--- config.mk ---
export PLATFORM = sky130hd
export DESIGN_NAME = acs_seq
export DESIGN_NICKNAME = d
export VERILOG_FILES = /design/src/hdl/acs_pkg.sv /design/src/hdl/acs_timer.sv /design/src/hdl/acs_avg.sv /design/src/hdl/acs_seq.sv
export SDC_FILE = /design/constraint.sdc
export NUM_CORES = 2
export LEC_CHECK = 0
export ABC_AREA = 1
export BUFFER_PORTS_ARGS = -buffer_cell sky130_fd_sc_hd__buf_2
export CORE_MARGIN = 2
export CORE_UTILIZATION = 65
export DETAILED_ROUTE_END_ITERATION = 12
export GPL_TIMING_DRIVEN = 1
export PLACE_DENSITY = 0.82
export REMOVE_ABC_BUFFERS = 1
export SETUP_SLACK_MARGIN = 0.1
export SYNTH_ARGS = -nofsm -noshare
export SYNTH_HDL_FRONTEND = slang
export SYNTH_SLANG_ARGS = --single-unit
export TNS_END_PERCENT = 30
--- constraint.sdc ---
create_clock -name clk_i -period 13.41 [get_ports clk_i]
set_input_delay 0.6705 -clock clk_i [delete_from_list [all_inputs] [get_ports clk_i]]
set_output_delay 0.6705 -clock clk_i [all_outputs]
set_load 0.05 [all_outputs]
--- src/hdl/acs_pkg.sv ---
package acs_pkg;
   localparam int unsigned CLK_HZ       = 25_000_000;
   localparam int unsigned CYC_PER_US   = CLK_HZ / 1_000_000;
   localparam int unsigned DLY_STEP_MS  = 2;
   localparam int unsigned DLY_STEP_CYC = DLY_STEP_MS * (CLK_HZ / 1000);
   localparam int unsigned CNT_W        = 24;
   localparam int unsigned DATA_W       = 16;
   localparam int unsigned NSAMP_W      = 11;

   localparam logic [5:0] OFS_ADC_CFG = 6'h00;
   localparam logic [5:0] OFS_DEV_CFG = 6'h04;
   localparam logic [5:0] OFS_DIAG    = 6'h08;
   localparam logic [5:0] OFS_TEMP    = 6'h0c;
   localparam logic [5:0] OFS_CURR    = 6'h10;
   localparam logic [5:0] OFS_BUS     = 6'h14;
   localparam logic [5:0] OFS_POWER   = 6'h18;
   localparam logic [5:0] OFS_ENERGY  = 6'h1c;
   localparam logic [5:0] OFS_CHARGE  = 6'h20;

   localparam int unsigned MODE_LSB      = 0;
   localparam int unsigned BUS_CT_LSB    = 3;
   localparam int unsigned SH_CT_LSB     = 6;
   localparam int unsigned TMP_CT_LSB    = 9;
   localparam int unsigned AVG_LSB       = 12;
   localparam int unsigned MODE_CUR_BIT  = 0;
   localparam int unsigned MODE_BUS_BIT  = 1;
   localparam int unsigned MODE_CONT_BIT = 2;
   localparam int unsigned DIAG_RDY_BIT  = 0;
   localparam int unsigned DIAG_BUSY_BIT = 1;
   localparam int unsigned DIAG_ACCV_BIT = 2;

   localparam logic [15:0] ADC_CFG_RST = 16'h0b6f;
   localparam logic [7:0]  DLY_RST     = 8'h00;

   localparam logic [1:0] AFE_SEL_TEMP = 2'h0;
   localparam logic [1:0] AFE_SEL_SH   = 2'h1;
   localparam logic [1:0] AFE_SEL_BUS  = 2'h2;

   typedef enum logic [2:0] {
      ST_SHDN,
      ST_DELAY,
      ST_TEMP,
      ST_SHUNT,
      ST_BUS,
      ST_END
   } acs_state_t;

   function automatic logic [12:0] conv_us(input logic [2:0] code);
      case (code)
         3'h0:    conv_us = 13'd50;
         3'h1:    conv_us = 13'd84;
         3'h2:    conv_us = 13'd150;
         3'h3:    conv_us = 13'd280;
         3'h4:    conv_us = 13'd540;
         3'h5:    conv_us = 13'd1052;
         3'h6:    conv_us = 13'd2074;
         default: conv_us = 13'd4120;
      endcase
   endfunction

   // Sample counts are all powers of two, so the mean is a shift
   function automatic logic [3:0] avg_shift(input logic [2:0] code);
      case (code)
         3'h0:    avg_shift = 4'h0;
         3'h1:    avg_shift = 4'h2;
         3'h2:    avg_shift = 4'h4;
         3'h3:    avg_shift = 4'h6;
         3'h4:    avg_shift = 4'h7;
         3'h5:    avg_shift = 4'h8;
         3'h6:    avg_shift = 4'h9;
         default: avg_shift = 4'ha;
      endcase
   endfunction
endpackage

--- src/hdl/acs_timer.sv ---
`timescale 1ns/1ps
module acs_timer #(
   parameter int unsigned W = 24
) (
   input  wire logic         clk_i,
   input  wire logic         rst_i,
   input  wire logic         load_i,
   input  wire logic [W-1:0] count_i,
   output logic              busy_o,
   output logic              done_o
);
   typedef struct packed {
      logic [W-1:0] cnt;
      logic         busy;
   } acs_tmr_st_t;

   acs_tmr_st_t s_r;
   acs_tmr_st_t s_nxt;

   always_comb begin
      s_nxt = s_r;
      if (load_i) begin
         // A zero count still lasts one cycle
         s_nxt.cnt  = (count_i == '0) ? W'(1) : count_i;
         s_nxt.busy = 1'b1;
      end else if (s_r.busy) begin
         s_nxt.cnt  = s_r.cnt - W'(1);
         s_nxt.busy = (s_r.cnt != W'(1));
      end
   end

   always_ff @(posedge clk_i) begin
      if (rst_i) begin
         s_r <= '0;
      end else begin
         s_r <= s_nxt;
      end
   end

   assign busy_o = s_r.busy;
   assign done_o = s_r.busy && (s_r.cnt == W'(1));
endmodule

--- src/hdl/acs_avg.sv ---
`timescale 1ns/1ps
module acs_avg #(
   parameter int unsigned DW    = 16,
   parameter int unsigned SUM_W = 26
) (
   input  wire logic                 clk_i,
   input  wire logic                 rst_i,
   input  wire logic                 clr_i,
   input  wire logic                 add_i,
   input  wire logic signed [DW-1:0] data_i,
   input  wire logic [3:0]           shift_i,
   output logic signed [DW-1:0]      avg_o
);
   typedef struct packed {
      logic signed [SUM_W-1:0] sum;
   } acs_avg_st_t;

   acs_avg_st_t s_r;
   acs_avg_st_t s_nxt;

   always_comb begin
      s_nxt = s_r;
      if (clr_i) begin
         s_nxt.sum = '0;
      end
      // A sample landing with the clear starts the new sum
      if (add_i) begin
         s_nxt.sum = s_nxt.sum + SUM_W'(data_i);
      end
   end

   always_ff @(posedge clk_i) begin
      if (rst_i) begin
         s_r <= '0;
      end else begin
         s_r <= s_nxt;
      end
   end

   assign avg_o = DW'(s_r.sum >>> shift_i);
endmodule

--- src/hdl/acs_seq.sv ---
// The Wishbone interface to the registers and the register offsets are this design's own decisions.
`timescale 1ns/1ps
module acs_seq #(
   parameter int unsigned CYC_PER_US_P = acs_pkg::CYC_PER_US,
   parameter int unsigned DLY_STEP_P   = acs_pkg::DLY_STEP_CYC
) (
   input  wire logic        clk_i,
   input  wire logic        rst_i,
   input  wire logic        wb_cyc_i,
   input  wire logic        wb_stb_i,
   input  wire logic        wb_we_i,
   input  wire logic [5:0]  wb_adr_i,
   input  wire logic [3:0]  wb_sel_i,
   input  wire logic [31:0] wb_dat_i,
   output logic [31:0]      wb_dat_o,
   output logic             wb_ack_o,
   input  wire logic [15:0] afe_data_i,
   output logic [1:0]       afe_sel_o,
   output logic [2:0]       afe_period_o,
   output logic             afe_run_o,
   output logic             afe_shdn_o,
   output logic             conversion_ready_flag_o,
   output logic             acc_valid_o
);
   localparam int unsigned CW = acs_pkg::CNT_W;
   localparam int unsigned DW = acs_pkg::DATA_W;
   localparam int unsigned NW = acs_pkg::NSAMP_W;

   typedef struct packed {
      acs_pkg::acs_state_t st;
      logic [15:0]         adc_cfg;
      logic [7:0]          dly;
      logic                ready;
      logic                acc_valid;
      logic [NW-1:0]       nsamp;
      logic signed [15:0]  temp;
      logic signed [15:0]  curr;
      logic signed [15:0]  bus;
      logic signed [31:0]  power;
      logic signed [31:0]  energy;
      logic signed [31:0]  charge;
      logic                ack;
      logic [31:0]         rdat;
   } acs_seq_st_t;

   // Reset starts the default continuous sequence with no delay
   localparam acs_seq_st_t SEQ_RST = '{
      st:        acs_pkg::ST_DELAY,
      adc_cfg:   acs_pkg::ADC_CFG_RST,
      dly:       acs_pkg::DLY_RST,
      acc_valid: 1'b1,
      default:   '0
   };

   acs_seq_st_t s_r;
   acs_seq_st_t s_nxt;

   logic                 req;
   logic                 restart;
   logic                 kick;
   logic                 kick_dly;
   logic                 last;
   logic [2:0]           mode;
   logic [2:0]           new_mode;
   logic [3:0]           shift;
   logic [NW-1:0]        nsamp_inc;
   logic [31:0]          diag;
   logic                 tmr_load;
   logic [CW-1:0]        tmr_cnt;
   logic                 tmr_busy;
   logic                 tmr_done;
   logic                 acc_clr;
   logic [2:0]           acc_add;
   logic signed [DW-1:0] acc_avg [3];

   function automatic acs_pkg::acs_state_t first_st(input logic [2:0] m);
      if (m[acs_pkg::MODE_CUR_BIT]) begin
         first_st = acs_pkg::ST_TEMP;
      end else if (m[acs_pkg::MODE_BUS_BIT]) begin
         first_st = acs_pkg::ST_BUS;
      end else begin
         first_st = acs_pkg::ST_SHDN;
      end
   endfunction

   function automatic logic [2:0] ct_code(input acs_pkg::acs_state_t st,
                                          input logic [15:0] cfg);
      case (st)
         acs_pkg::ST_TEMP:  ct_code = cfg[acs_pkg::TMP_CT_LSB +: 3];
         acs_pkg::ST_SHUNT: ct_code = cfg[acs_pkg::SH_CT_LSB +: 3];
         default:           ct_code = cfg[acs_pkg::BUS_CT_LSB +: 3];
      endcase
   endfunction

   acs_timer #(
      .W (CW)
   ) u_timer (
      .clk_i   (clk_i),
      .rst_i   (rst_i),
      .load_i  (tmr_load),
      .count_i (tmr_cnt),
      .busy_o  (tmr_busy),
      .done_o  (tmr_done)
   );

   // Channel 0 temperature, 1 shunt, 2 bus
   for (genvar g = 0; g < 3; g++) begin : g_acc
      acs_avg #(
         .DW    (DW),
         .SUM_W (DW + 10)
      ) u_avg (
         .clk_i   (clk_i),
         .rst_i   (rst_i),
         .clr_i   (acc_clr),
         .add_i   (acc_add[g]),
         .data_i  (afe_data_i),
         .shift_i (shift),
         .avg_o   (acc_avg[g])
      );
   end

   always_comb begin
      s_nxt     = s_r;
      s_nxt.ack = 1'b0;
      restart   = 1'b0;
      kick      = 1'b0;
      kick_dly  = 1'b0;
      acc_clr   = 1'b0;
      acc_add   = 3'h0;
      tmr_load  = 1'b0;
      tmr_cnt   = '0;
      mode      = s_r.adc_cfg[acs_pkg::MODE_LSB +: 3];
      shift     = acs_pkg::avg_shift(s_r.adc_cfg[acs_pkg::AVG_LSB +: 3]);
      nsamp_inc = s_r.nsamp + NW'(1);
      last      = (nsamp_inc == (NW'(1) << shift));
      req       = wb_cyc_i && wb_stb_i && !s_r.ack;

      diag = 32'h0000_0000;
      diag[acs_pkg::DIAG_RDY_BIT]  = s_r.ready;
      diag[acs_pkg::DIAG_BUSY_BIT] = (s_r.st != acs_pkg::ST_SHDN);
      diag[acs_pkg::DIAG_ACCV_BIT] = s_r.acc_valid;

      // Bus side; a low-byte ADC_CFG write restarts the running sequence
      if (req) begin
         s_nxt.ack = 1'b1;
         if (wb_we_i) begin
            case (wb_adr_i)
               acs_pkg::OFS_ADC_CFG: begin
                  if (wb_sel_i[0]) begin
                     s_nxt.adc_cfg[7:0] = wb_dat_i[7:0];
                     restart = 1'b1;
                  end
                  if (wb_sel_i[1]) begin
                     s_nxt.adc_cfg[15:8] = wb_dat_i[15:8];
                  end
                  if (s_nxt.adc_cfg[acs_pkg::MODE_LSB +: 2] != 2'h0) begin
                     s_nxt.ready = 1'b0;
                  end
               end
               acs_pkg::OFS_DEV_CFG: begin
                  if (wb_sel_i[0]) begin
                     s_nxt.dly = wb_dat_i[7:0];
                  end
               end
               default: begin
               end
            endcase
         end else begin
            case (wb_adr_i)
               acs_pkg::OFS_ADC_CFG: s_nxt.rdat = {16'h0000, s_r.adc_cfg};
               acs_pkg::OFS_DEV_CFG: s_nxt.rdat = {24'h00_0000, s_r.dly};
               acs_pkg::OFS_DIAG:    s_nxt.rdat = diag;
               acs_pkg::OFS_TEMP:    s_nxt.rdat = {16'h0000, s_r.temp};
               acs_pkg::OFS_CURR:    s_nxt.rdat = {16'h0000, s_r.curr};
               acs_pkg::OFS_BUS:     s_nxt.rdat = {16'h0000, s_r.bus};
               acs_pkg::OFS_POWER:   s_nxt.rdat = s_r.power;
               acs_pkg::OFS_ENERGY:  s_nxt.rdat = s_r.energy;
               acs_pkg::OFS_CHARGE:  s_nxt.rdat = s_r.charge;
               default:              s_nxt.rdat = 32'h0000_0000;
            endcase
            if (wb_adr_i == acs_pkg::OFS_DIAG) begin
               s_nxt.ready = 1'b0;
            end
         end
      end

      case (s_r.st)
         acs_pkg::ST_SHDN: begin
            // Stays here until a conversion mode is written
         end
         acs_pkg::ST_DELAY: begin
            // No delay loaded means the timer is idle: start at once
            if (tmr_done || !tmr_busy) begin
               s_nxt.st = first_st(mode);
               kick     = 1'b1;
            end
         end
         acs_pkg::ST_TEMP: begin
            if (tmr_done) begin
               if (shift == 4'h0) begin
                  s_nxt.temp = afe_data_i;
               end else begin
                  acc_add[0] = 1'b1;
               end
               s_nxt.st = acs_pkg::ST_SHUNT;
               kick     = 1'b1;
            end
         end
         acs_pkg::ST_SHUNT: begin
            if (tmr_done) begin
               // Current exists only once temperature and shunt are both in
               if (shift == 4'h0) begin
                  s_nxt.curr = afe_data_i;
               end else begin
                  acc_add[1] = 1'b1;
               end
               if (mode[acs_pkg::MODE_BUS_BIT]) begin
                  s_nxt.st = acs_pkg::ST_BUS;
                  kick     = 1'b1;
               end else begin
                  s_nxt.st = acs_pkg::ST_END;
               end
            end
         end
         acs_pkg::ST_BUS: begin
            if (tmr_done) begin
               if (shift == 4'h0) begin
                  s_nxt.bus   = afe_data_i;
                  s_nxt.power = s_r.curr * $signed(afe_data_i);
               end else begin
                  acc_add[2] = 1'b1;
               end
               s_nxt.st = acs_pkg::ST_END;
            end
         end
         acs_pkg::ST_END: begin
            // One cycle of bookkeeping, no conversion time spent
            s_nxt.energy = s_r.energy + s_r.power;
            s_nxt.charge = s_r.charge + 32'(s_r.curr);
            if (last) begin
               if (shift != 4'h0) begin
                  // Results replaced only by a completed average
                  if (mode[acs_pkg::MODE_CUR_BIT]) begin
                     s_nxt.temp = acc_avg[0];
                     s_nxt.curr = acc_avg[1];
                  end
                  if (mode[acs_pkg::MODE_BUS_BIT]) begin
                     s_nxt.bus   = acc_avg[2];
                     s_nxt.power = s_r.curr * acc_avg[2];
                  end
               end
               s_nxt.ready = 1'b1;
               s_nxt.nsamp = '0;
               acc_clr     = 1'b1;
               if (mode[acs_pkg::MODE_CONT_BIT]) begin
                  s_nxt.st = first_st(mode);
                  kick     = 1'b1;
               end else begin
                  s_nxt.st = acs_pkg::ST_SHDN;
               end
            end else begin
               s_nxt.nsamp = nsamp_inc;
               s_nxt.st    = first_st(mode);
               kick        = 1'b1;
            end
         end
         default: begin
            s_nxt.st = acs_pkg::ST_SHDN;
         end
      endcase

      // A mode write overrides whatever the sequencer chose
      if (restart) begin
         new_mode        = s_nxt.adc_cfg[acs_pkg::MODE_LSB +: 3];
         kick            = 1'b0;
         acc_clr         = 1'b1;
         s_nxt.nsamp     = '0;
         s_nxt.energy    = '0;
         s_nxt.charge    = '0;
         s_nxt.acc_valid = new_mode[acs_pkg::MODE_CONT_BIT];
         if (new_mode[1:0] == 2'h0) begin
            s_nxt.st = acs_pkg::ST_SHDN;
         end else begin
            // Abort beats a completion landing in the same cycle
            s_nxt.ready = 1'b0;
            s_nxt.st    = acs_pkg::ST_DELAY;
            // Zero delay still loads one cycle, so a count left by the
            // aborted conversion cannot stretch the restart
            kick_dly    = 1'b1;
         end
      end else begin
         new_mode = mode;
      end

      if (kick_dly) begin
         tmr_load = 1'b1;
         tmr_cnt  = CW'(32'(s_r.dly) * DLY_STEP_P);
      end else if (kick) begin
         tmr_load = 1'b1;
         // Each input uses its own period
         tmr_cnt = CW'(acs_pkg::conv_us(ct_code(s_nxt.st, s_nxt.adc_cfg))
                       * CYC_PER_US_P);
      end
   end

   always_ff @(posedge clk_i) begin
      if (rst_i) begin
         s_r <= SEQ_RST;
      end else begin
         s_r <= s_nxt;
      end
   end

   assign wb_ack_o = s_r.ack;
   assign wb_dat_o = s_r.rdat;

   always_comb begin
      case (s_r.st)
         acs_pkg::ST_TEMP:  afe_sel_o = acs_pkg::AFE_SEL_TEMP;
         acs_pkg::ST_SHUNT: afe_sel_o = acs_pkg::AFE_SEL_SH;
         default:           afe_sel_o = acs_pkg::AFE_SEL_BUS;
      endcase
   end

   // Filter is told the period of the running input so it settles in one
   assign afe_period_o = ct_code(s_r.st, s_r.adc_cfg);
   assign afe_run_o    = (s_r.st == acs_pkg::ST_TEMP) ||
                         (s_r.st == acs_pkg::ST_SHUNT) ||
                         (s_r.st == acs_pkg::ST_BUS);
   assign afe_shdn_o   = (s_r.st == acs_pkg::ST_SHDN);
   assign conversion_ready_flag_o = s_r.ready;
   assign acc_valid_o  = s_r.acc_valid;
endmodule

==> metrics <==
register area share after synthesis=between 10 and 15%; final setup TNS=0 ns; post_cts resized=0; NumNets Final=7267; initial antenna violation count=3; Max Fclk=0.0874 GHz; clk sinks=320; site row count=97; Power Density=57.5 nW/um^2; Vias/cell=roughly 6; commonest non-fill, non-tap cell in the layout=nand2_1; Yosys reg bits=320; Worst VDD drop=roughly 0.089 mV; Die ar.=72400 um^2; HPWL after DPL=between 100 and 150 mm; DIE HEIGHT=269 um; post-route core utilization=around two thirds; CTS buffer count=39; clk_lat worst skew=0.58 ns; routability cong.=around 1.0; Final Max Slew Viols=2; failing checks=max-capacitance violations, max-slew violations; Syn Area/Cell=7.16 um^2; Fin Clk Skew=0.0329 ns; Final period util=85.3%; Core Region=69800 um^2; DRT Wirelength=roughly 150 mm; fillers=5998; Initial DRC Count=between 4000 and 5000; leakage dissipation=around 23 nW; Max stage delay on crit path=0.94 ns; post-synth top area share=24.0%; Post-synth EDFFs=0; worst hold path class=in -> reg; most frequent cells in the layout=nand2_1, inv_1, fa_1; Final setup viols=0; post-CTS setup buffers=0; register area=around 6400 um^2; Synth Cell Area=between 40000 and 50000 um^2; largest area contributor in the netlist=fa_1; wire per inst=20.3 um; ys async rst share=0%; remaining antenna violation count after routing=0; Overflow after GRT=0; Critical Path Sink Type=flop; DR vias=43000; area grow syn2layout=4.63%; Max Cap Viol=1; Worst-path clk slew=roughly 0.07 ns; CTS max path bufs=3; largest net degree at the start of global routing=139; slowest CP cell=o21ai_0; DR pass1 iterations=6; H-tree levels=2; run status=finished, violations left; Rel. slew slack=-3.41%; footprint of the multi-input gates=approximately 33000 um^2; CP required=13.93 ns; most area-consuming cells after synthesis=fa_1, dfxtp_1, nand2_1; critical path startpoint category=flop; Most used DFF post-synth=dfxtp_1; placed cells=approximately 7000; port buffer count=86; CTS tree=yes; CP max FO=37; Initial Utilization=~65%; critical setup path kind=reg -> reg; # hold bufs at CTS=0; vias in the first global route=42000; Synth warnings=0; Tot Pwr=2.75 mW; Final Hold Vio Count=0; Unique masters post-synth=64; I/O pins=105; Die W=269 um; measured slew at the worst slew-check pin=roughly 1.5 ns; root buffer cell=clkbuf_16; unrepaired setup endpoints after global routing=no; share of cells above drive strength 1=5.04%; global-route wire length before repair=between 200 and 250 mm; Post-route DRC=0; global-route usage over all layers=41.1%; Finished Layout Cells=7237; Synth Instances=6377; most frequent CP cell=nand2_1; Tmin final=about 11 ns; Critical Path AT=11.96 ns
metal layers:
layer	wire [um]	vias to the layer above	track usage (%)	share of wire [%]
met4	11400	2	26.8	7.8
met2	63200	2213	63.5	43
met3	16800	579	10.7	11
met1	55100	20300	51.0	38
met5	12	-	0.270	0.0082
li1	-	19900	-	-
power by group:
part / internal, mW / switching, mW / total [mW]
sequential: 0.975 / 0.0304 / 1.01
combinational: 0.201 / 0.447 / 0.648
clock: 0.633 / 0.462 / 1.09
total: 1.81 / 0.939 / 2.75
area by class of cell:
type / count / share of cell area (%)
flip-flops and latches: 320 / 13.4
clock buffers: 58 / 2.34
inverters: 1269 / 9.98
repair buffers: 142 / 1.81
multi-input cells: 4496 / 69.7
diodes: 2 / 0.0105
clock inverters: 10 / 0.283
well taps: 940 / 2.46
sequential cells by signal, summed over array words and instances, names as in the netlist:
register	flops
conversion_ready_flag_o	1
acc_valid_o	1
wb_dat_o	32
u_timer.busy_o	1
s_r	179
mode	3
wb_ack_o	1
g_acc.u_avg.s_r	78
u_timer.s_r	24
kinds of logic (layout without fill, tap and decap cells):
kind of cell	Yosys count	count (layout)	synth area share (%)
DFF	320	320	14.0
xor gates and xnor gates	161	161	3.09
adders and majority gates	936	936	34.6
AOI/OAI and AO/OA	1332	1332	16.5
muxes	5	5	0.112
and+or+nand+nor	2061	2061	18.5
other	1	3	0.00821
buffers and inverters	1561	1479	13.1
cell usage after synthesis, types with 6 or more instances:
master and n:
fa_1 548, o21ai_0 466, inv_1 1236, ha_1 388
o211ai_1 45, o22ai_1 13, a22oi_1 20, a21o_1 13
a21oi_1 532, nor4_1 8, a211oi_1 11, xnor2_1 69
clkbuf_1 220, o31ai_1 9, o21ai_1 16, nand4_1 33
o221ai_1 35, nand3_2 9, o2111ai_1 11, a21boi_0 6
a21boi_1 7, buf_2 10, nand3_1 155, buf_1 29
nor2_2 14, inv_2 18, o21a_1 11, nor2_1 411
clkinv_1 15, a31oi_1 48, nand2_1 1326, nor2_4 11
dfxtp_1 320, buf_4 33, nor3_1 35, or2_2 25
xor2_1 92, nand2_2 17, o21bai_1 44, a221oi_1 28
worst max-delay path: cells and delay by family (launching register included):
family	cells	cell delay, ns
AO/OA/AOI/OAI	9	2.07
flip-flops	1	0.53
buffers and inverters	12	2.79
AND/OR/NAND/NOR	18	2.95
adder cells (fa/ha/maj)	7	3.02
metrics by stage:
| stage | setup slack (ns) | area (um^2) | hold slack [ns] |
|---|---|---|---|
| 3_5_place_dp | 2.40 | 46500 | 0.441 |
| 2_1_floorplan | 0.630 | 44400 | 0.425 |
| 5_1_grt | 1.54 | 47800 | 0.381 |
| 6_report | 1.97 | 47800 | 0.376 |
| 3_3_place_gp | 2.61 | 46500 | 0.435 |
| 4_1_cts | 2.39 | 47800 | 0.364 |
worst paths after layout:
kind	depth (start not counted)	startpoint	slack, ns	end
max	46	s_r[212]	1.97	s_r[124]
min	3	wb_dat_i[5]	0.38	s_r[195]
max reg2reg	46	s_r[212]	1.97	s_r[124]
min reg2reg	2	wb_dat_o[2]	0.46	wb_dat_o[2]
No activity file was read; power rests on OpenSTA's default activity.
